<file path="config.mk">
export PLATFORM = sky130hd
export DESIGN_NAME = famd_detector
export DESIGN_NICKNAME = d
export VERILOG_FILES = /design/src/core/famd_pkg.sv /design/src/core/famd_compare.sv /design/src/core/famd_detector.sv
export SDC_FILE = /design/constraint.sdc
export NUM_CORES = 1
export LEC_CHECK = 0
export BUFFER_PORTS_ARGS = -buffer_cell sky130_fd_sc_hd__buf_2
export CELL_PAD_IN_SITES_DETAIL_PLACEMENT = 1
export CELL_PAD_IN_SITES_GLOBAL_PLACEMENT = 2
export CORE_ASPECT_RATIO = 1.5
export CORE_UTILIZATION = 38
export CTS_CLUSTER_DIAMETER = 50
export DETAILED_ROUTE_END_ITERATION = 6
export GPL_TIMING_DRIVEN = 0
export HOLD_SLACK_MARGIN = 0.06
export PLACE_DENSITY_LB_ADDON = 0.1
export SYNTH_ARGS = -nofsm -noshare
export SYNTH_HDL_FRONTEND = slang
export SYNTH_SLANG_ARGS = --single-unit
export TNS_END_PERCENT = 1
</file>
<file path="constraint.sdc">
create_clock -name ref_clk -period 5.7 [get_ports ref_clk]
set_clock_uncertainty 0.1 [all_clocks]
set_input_delay 1.14 -clock ref_clk [delete_from_list [all_inputs] [get_ports ref_clk]]
set_output_delay 1.14 -clock ref_clk [all_outputs]
set_load 0.005 [all_outputs]
</file>
<file path="src/core/famd_pkg.sv">
// package for the fetch address match detector
// assumes a 24-bit fetch address: 8-bit bank above a 16-bit program counter
package famd_pkg;

	// ------------------------------------------------------------
	// widths and reset values
	// ------------------------------------------------------------
	localparam int          BANK_W      = 8;
	localparam int          PC_W        = 16;
	localparam int          ADDR_W      = BANK_W + PC_W;
	localparam logic [23:0] CMP_RST     = 24'h000000;
	localparam logic [1:0]  COND_RST    = 2'h0;
	localparam logic [BANK_W-1:0] VEC_BANK = 8'h00; // bank of the detection vector

	// ------------------------------------------------------------
	// detection conditions
	// ------------------------------------------------------------
	typedef enum logic [1:0] {
		COND_MATCH0   = 2'b00,
		COND_MATCH1   = 2'b01,
		COND_MATCH_EI = 2'b10,
		COND_OUT_AREA = 2'b11
	} famd_cond_type;

	// controller states
	typedef enum logic [1:0] {
		ST_IDLE  = 2'b00,
		ST_PUSH  = 2'b01,
		ST_VECT  = 2'b10
	} famd_state_type;

	// fetch request from the cpu
	typedef struct packed {
		logic                 valid;
		logic [BANK_W-1:0]    bank;
		logic [PC_W-1:0]      pc;
	} famd_fetch_type;

	// software access to a compare register
	typedef struct packed {
		logic                 rd;
		logic                 wr;
		logic                 sel;   // 0: compare 0, 1: compare 1
		logic [ADDR_W-1:0]    wdata;
	} famd_cmp_acc_type;

	// frame pushed on the stack at detection
	typedef struct packed {
		logic [BANK_W-1:0]    bank;
		logic [PC_W-1:0]      pc;
		logic [15:0]          psw;
	} famd_frame_type;

endpackage

</file>
<file path="src/core/famd_compare.sv">
// compares a fetch address against both compare registers
// assumes all inputs are stable within a clock cycle
module famd_compare #(
	parameter int ADDR_W = famd_pkg::ADDR_W
) (
	// operands
	input  wire logic [ADDR_W-1:0] fetch_addr,
	input  wire logic [ADDR_W-1:0] cmp0,
	input  wire logic [ADDR_W-1:0] cmp1,
	input  wire logic [1:0]        cond,
	// results
	output logic                   hit,
	output logic                   hit_by1
);
	// ------------------------------------------------------------
	// unsigned comparison over the full bank and pc width
	// ------------------------------------------------------------
	logic eq0;
	logic eq1;
	logic below0;
	logic above1;

	// raw comparisons
	always_comb begin
		eq0    = (fetch_addr == cmp0);
		eq1    = (fetch_addr == cmp1);
		below0 = (fetch_addr < cmp0);
		above1 = (fetch_addr > cmp1);
	end

	// condition select
	always_comb begin
		hit_by1 = 1'b0;
		case (cond)
			famd_pkg::COND_MATCH0:   hit = eq0;
			famd_pkg::COND_MATCH1:   hit = eq1;
			famd_pkg::COND_MATCH_EI: begin
				hit     = eq0 | eq1;
				hit_by1 = eq1 & ~eq0;
			end
			famd_pkg::COND_OUT_AREA: hit = below0 | above1;
			default:                 hit = 1'b0;
		endcase
	end
endmodule // famd_compare

</file>
<file path="src/core/famd_detector.sv">
// top of the fetch address match detector
// assumes the cpu holds a fetch until fetch_ready and accepts the push frame
// in the cycle push_valid is high; control bits come from software as levels

// Functional notes
// - compare every fetch address, request on condition
// - detection takes nmi, fetched instruction skipped
// - select field picks condition; 0 and 1 match compare 0 and compare 1
// - condition two fires on either register
// - out-of-area: below cmp0 or above cmp1
// - requests only while detect enable set
// - compare access ignored while access disabled
// - decision bit tells which register matched under condition two; it holds its value in the other conditions
// - push bank, pc and status of match
module famd_detector (
	// clock and reset
	input  wire logic                       ref_clk,
	input  wire logic                       rst,
	// control bits from software
	input  wire logic                       detect_en,
	input  wire logic [1:0]                 cond_sel,
	input  wire logic                       cmp_access_en,
	// compare register access
	input  wire famd_pkg::famd_cmp_acc_type cmp_acc,
	output logic [famd_pkg::ADDR_W-1:0]     cmp_rdata,
	// fetch path
	input  wire famd_pkg::famd_fetch_type   fetch,
	input  wire logic [15:0]                processor_status_word,
	output logic                            fetch_ready,
	output logic                            fetch_suppress,
	// interrupt entry
	output logic                            nmi_req,
	output logic                            push_valid,
	output famd_pkg::famd_frame_type        push_frame,
	// status
	output logic                            match_by1
);
	localparam int AW = famd_pkg::ADDR_W;

	// ------------------------------------------------------------
	// compare registers
	// ------------------------------------------------------------
	logic [AW-1:0] cmp_q [2];
	logic [AW-1:0] cmp_d [2];
	logic [AW-1:0] rdata_q;
	logic [AW-1:0] rdata_d;

	// writes and reads gated by the access enable
	always_comb begin
		cmp_d   = cmp_q;
		rdata_d = rdata_q;
		if (cmp_access_en && cmp_acc.wr) begin
			cmp_d[cmp_acc.sel] = cmp_acc.wdata;
		end
		if (cmp_access_en && cmp_acc.rd) begin
			rdata_d = cmp_q[cmp_acc.sel];
		end
	end

	// register stage
	always_ff @(posedge ref_clk or posedge rst) begin
		if (rst) begin
			cmp_q[0] <= famd_pkg::CMP_RST;
			cmp_q[1] <= famd_pkg::CMP_RST;
			rdata_q  <= famd_pkg::CMP_RST;
		end else begin
			cmp_q   <= cmp_d;
			rdata_q <= rdata_d;
		end
	end

	assign cmp_rdata = rdata_q;

	// ------------------------------------------------------------
	// comparison
	// ------------------------------------------------------------
	logic [AW-1:0] fetch_addr;
	logic          hit;
	logic          hit_by1;

	assign fetch_addr = {fetch.bank, fetch.pc};

	famd_compare #(
		.ADDR_W     (AW)
	) u_compare (
		.fetch_addr (fetch_addr),
		.cmp0       (cmp_q[0]),
		.cmp1       (cmp_q[1]),
		.cond       (cond_sel),
		.hit        (hit),
		.hit_by1    (hit_by1)
	);

	// ------------------------------------------------------------
	// detection sequencer
	// ------------------------------------------------------------
	famd_pkg::famd_state_type st_q;
	famd_pkg::famd_state_type st_d;
	famd_pkg::famd_frame_type frame_q;
	famd_pkg::famd_frame_type frame_d;
	logic                     by1_q;
	logic                     by1_d;
	logic                     detect;

	// a fetch that meets the condition while enabled
	assign detect = fetch.valid && hit && detect_en && (st_q == famd_pkg::ST_IDLE);

	// next state
	always_comb begin
		st_d    = st_q;
		frame_d = frame_q;
		by1_d   = by1_q;
		case (st_q)
			famd_pkg::ST_IDLE: begin
				if (detect) begin
					st_d    = famd_pkg::ST_PUSH;
					frame_d = '{bank: fetch.bank, pc: fetch.pc,
						psw: processor_status_word};
					if (cond_sel == famd_pkg::COND_MATCH_EI) begin
						by1_d = hit_by1;
					end
				end
			end
			famd_pkg::ST_PUSH: st_d = famd_pkg::ST_VECT;
			famd_pkg::ST_VECT: st_d = famd_pkg::ST_IDLE;
			default:           st_d = famd_pkg::ST_IDLE;
		endcase
	end

	// register stage
	always_ff @(posedge ref_clk or posedge rst) begin
		if (rst) begin
			st_q    <= famd_pkg::ST_IDLE;
			frame_q <= '0;
			by1_q   <= 1'b0;
		end else begin
			st_q    <= st_d;
			frame_q <= frame_d;
			by1_q   <= by1_d;
		end
	end

	// fetch is held off while an entry is in flight, and dropped on detect
	assign fetch_ready    = (st_q == famd_pkg::ST_IDLE);
	assign fetch_suppress = detect;
	assign nmi_req        = (st_q == famd_pkg::ST_PUSH);
	assign push_valid     = (st_q == famd_pkg::ST_PUSH);
	assign push_frame     = frame_q;
	assign match_by1      = by1_q;
endmodule // famd_detector

</file>
==> results.json <==
{
  "status": "finished, final reports clean",
  "ant_nets": 0,
  "synthCells": 478,
  "vias": 4255,
  "area.growth.synth_to_final_pct": 25.5,
  "cts_sinks": 115,
  "drv_slew": 0,
  "dp_slack_ps": 743,
  "clkPwrFrac": 0.346,
  "drive_gt1_frac": 0.411,
  "root_buffer": "clkbuf_16",
  "clk_pin_slew_worst_paths_ps": 50,
  "hold_end": "st_q[1]",
  "hold_viol": 0,
  "ff2ff_setup_slack_ps": 2400,
  "path_max_fanout": 10,
  "grt_util_all_layers": 0.203,
  "netlist.area_leader.share": 0.488,
  "peakVddDrop_mv": 0.149,
  "setup_ws_ps": 753,
  "setup_viol": 0,
  "final_nets": 761,
  "min_path_type": "reg -> reg",
  "sequentialPowerShare": 0.408,
  "antenna_cells": 0,
  "clockBufferDepth": 2,
  "tightestPinTransition_ps": 839,
  "cts_hold_buf": 0,
  "synth_area_sq_um": 5890,
  "grt_pass1_vias": 4746,
  "tns_ps": 0,
  "p_per_area_nw_per_um2": 367,
  "fmax_mhz": 202,
  "start_util": 0.389,
  "grt_max_degree": 75,
  "ys_types": 34,
  "critPathCaptureType": "primary output",
  "dp_hpwl_microns": 11600,
  "post-cts-setup-buffer-count": 0,
  "die_w_microns": 104,
  "min_from": "st_q[1]",
  "die_h_microns": 155,
  "cts_resized": 0,
  "p_int_mw": 1.93,
  "gp_congestion": 0.783,
  "timing.rr.end": "push_frame[25]",
  "coreArea_sq_um": 15100,
  "design.die.area_sq_um": 16000,
  "wirelength_microns": 15300,
  "crit_arrival_ps": 3710,
  "grt_pass1_wl_microns": 24900,
  "timing.rr.start": "cmp_q[22]",
  "cp.required_ps": 4460,
  "boundaryPins": 143,
  "yosys_warnings": 0,
  "path_class": "in -> out",
  "numPortBuffers": 141,
  "drtPass1Iterations": 4,
  "drt_iter0_drc": 96,
  "cts_inserted_buffers": 17,
  "p_switching_uw": 790,
  "swShare": 0.291,
  "gr-total-overflow": 0,
  "antenna_found_initial": 0,
  "avgSynthCellArea_sq_um": 12.3,
  "synth.ff_latch_count": 115,
  "hold-path-cell-count": 1,
  "crit_path_start_kind": "input pin",
  "post-route-drc-count": 0,
  "whs_ps": 362,
  "finalCoreUtilization": 0.488,
  "htreeDepth": 4,
  "ys_seq_area_frac": 0.488,
  "synth_fp_nets": 600,
  "rsz0062_at_grt": "no",
  "wl_per_cell_microns": 18.0,
  "synth_area_leaders": "dfrtp_1 (49%), ha_1 (10%), mux2_4 (9.9%)",
  "p_leak_nw": 3.69,
  "fin_crit_ps": 4950,
  "power_frac_comb": 0.245,
  "cts_tree": "yes",
  "finalCritPeriodShare": 0.868,
  "synth_top_cell_by_area": "dfrtp_1",
  "worstSkewPairLatency_ps": 410,
  "slew_headroom": 0.441,
  "r2r_cells": 10,
  "rows": 55,
  "viasPerCell": 5.00,
  "cap_violations": 0
}
[cells by family (layout without fill, tap and decap cells)]
kind of cell | after synthesis | after routing | share of synthesized area
buffers and inverters | 66 | 240 | 0.0478
AND/OR/NAND/NOR | 70 | 70 | 0.0603
adder cells (fa/ha/maj) | 48 | 48 | 0.102
multiplexers | 113 | 113 | 0.236
flip-flops | 115 | 115 | 0.488
AO/OA/AOI/OAI | 66 | 66 | 0.0660
[synth_stat cells]
cell type / count
buf_4: 1
nand4_2: 1
nor3_1: 3
mux2_4: 39
a21o_1: 2
nor3_4: 1
nor4_1: 1
a21oi_1: 45
clkbuf_1: 10
a31oi_1: 1
nand3_1: 7
mux2i_1: 25
buf_1: 2
ha_1: 48
mux2_2: 49
a31oi_4: 1
or4_4: 1
dfrtp_1: 115
a2111oi_0: 2
a21boi_0: 1
a211o_1: 1
o211ai_1: 4
o21ai_0: 5
nor2_1: 29
o311ai_0: 1
a221oi_1: 1
buf_6: 4
nand4_1: 11
and2_1: 2
a211oi_1: 2
inv_1: 49
nand3b_1: 1
nand2_1: 8
nor2b_1: 5
[worst max path at each step]
stage	startpoint	endpoint	slack, ps
after floorplan	fetch[21]	fetch_suppress	1300
after global placement	rst	push_frame[21]	20
after detailed placement	fetch[22]	fetch_suppress	740
after CTS	fetch[22]	fetch_suppress	710
after global routing	fetch[22]	fetch_suppress	540
final	fetch[22]	fetch_suppress	750
[layout by cell type (no fill, tap or decap), types with 3 or more instances in the layout]
master      count
nor2_1         29
buf_6           4
nand4_1        11
nand3_1         7
mux2_2         49
nor2b_1         5
clkinvlp_4      3
nor3_1          3
dfrtp_1       115
o211ai_1        4
clkinv_2        6
mux2_4         39
a21oi_1        45
clkbuf_16      17
nand2_1         8
clkbuf_1       14
inv_1          48
ha_1           48
mux2i_1        25
buf_2         141
o21ai_0         5
[stage by stage]
stage | power [mW] | std cells | cell area, sq um
3_5_place_dp | 1.80 | 819 | 6880
4_1_cts | 2.76 | 851 | 7390
5_1_grt | 2.89 | 851 | 7390
3_3_place_gp | 1.76 | 818 | 6850
2_1_floorplan | 1.51 | 478 | 5890
6_report | 2.72 | 851 | 7390
[power groups by stage]
| stage | Combinational (mW) | Clock (mW) | Sequential, mW |
|---|---|---|---|
| 3_3_place_gp | 0.652 | 0 | 1.11 |
| 5_1_grt | 0.747 | 1.01 | 1.13 |
| 6_report | 0.666 | 0.940 | 1.11 |
| 2_1_floorplan | 0.402 | 0 | 1.11 |
| 3_5_place_dp | 0.676 | 0 | 1.12 |
| 4_1_cts | 0.682 | 0.964 | 1.11 |
[area by class of cell]
| type | count | area [sq um] |
|---|---|---|
| Buffer | 17 | 97.6 |
| Clock buffer | 22 | 454 |
| Clock inverter | 10 | 61.3 |
| Fill cell | 1699 | 7740 |
| Inverter | 49 | 189 |
| Multi-Input combinational cell | 297 | 2730 |
| Sequential cell | 115 | 2880 |
| Tap cell | 199 | 249 |
| Timing Repair Buffer | 142 | 733 |
[worst max-delay path: stages]
cell and delay (ps):
buf_2 120, ha_1 320, nand4_1 180, nor4_1 600, and2_1 270, mux2i_1 90
a211o_1 350, a31oi_4 280, buf_6 220, buf_2 130
[flip-flops by register name (all words and copies together) (netlist names)]
name / flops
cmp_q: 48
push_frame: 40
cmp_rdata: 24
st_q: 2
match_by1: 1
[metal layers]
metal / global-route usage / wire (microns)
met1: 0.227 / 6000
met2: 0.381 / 8540
met3: 0.0388 / 539
met4: 0.0701 / 252
met5: 0 / 0
No activity file was read; power rests on OpenSTA's default activity.
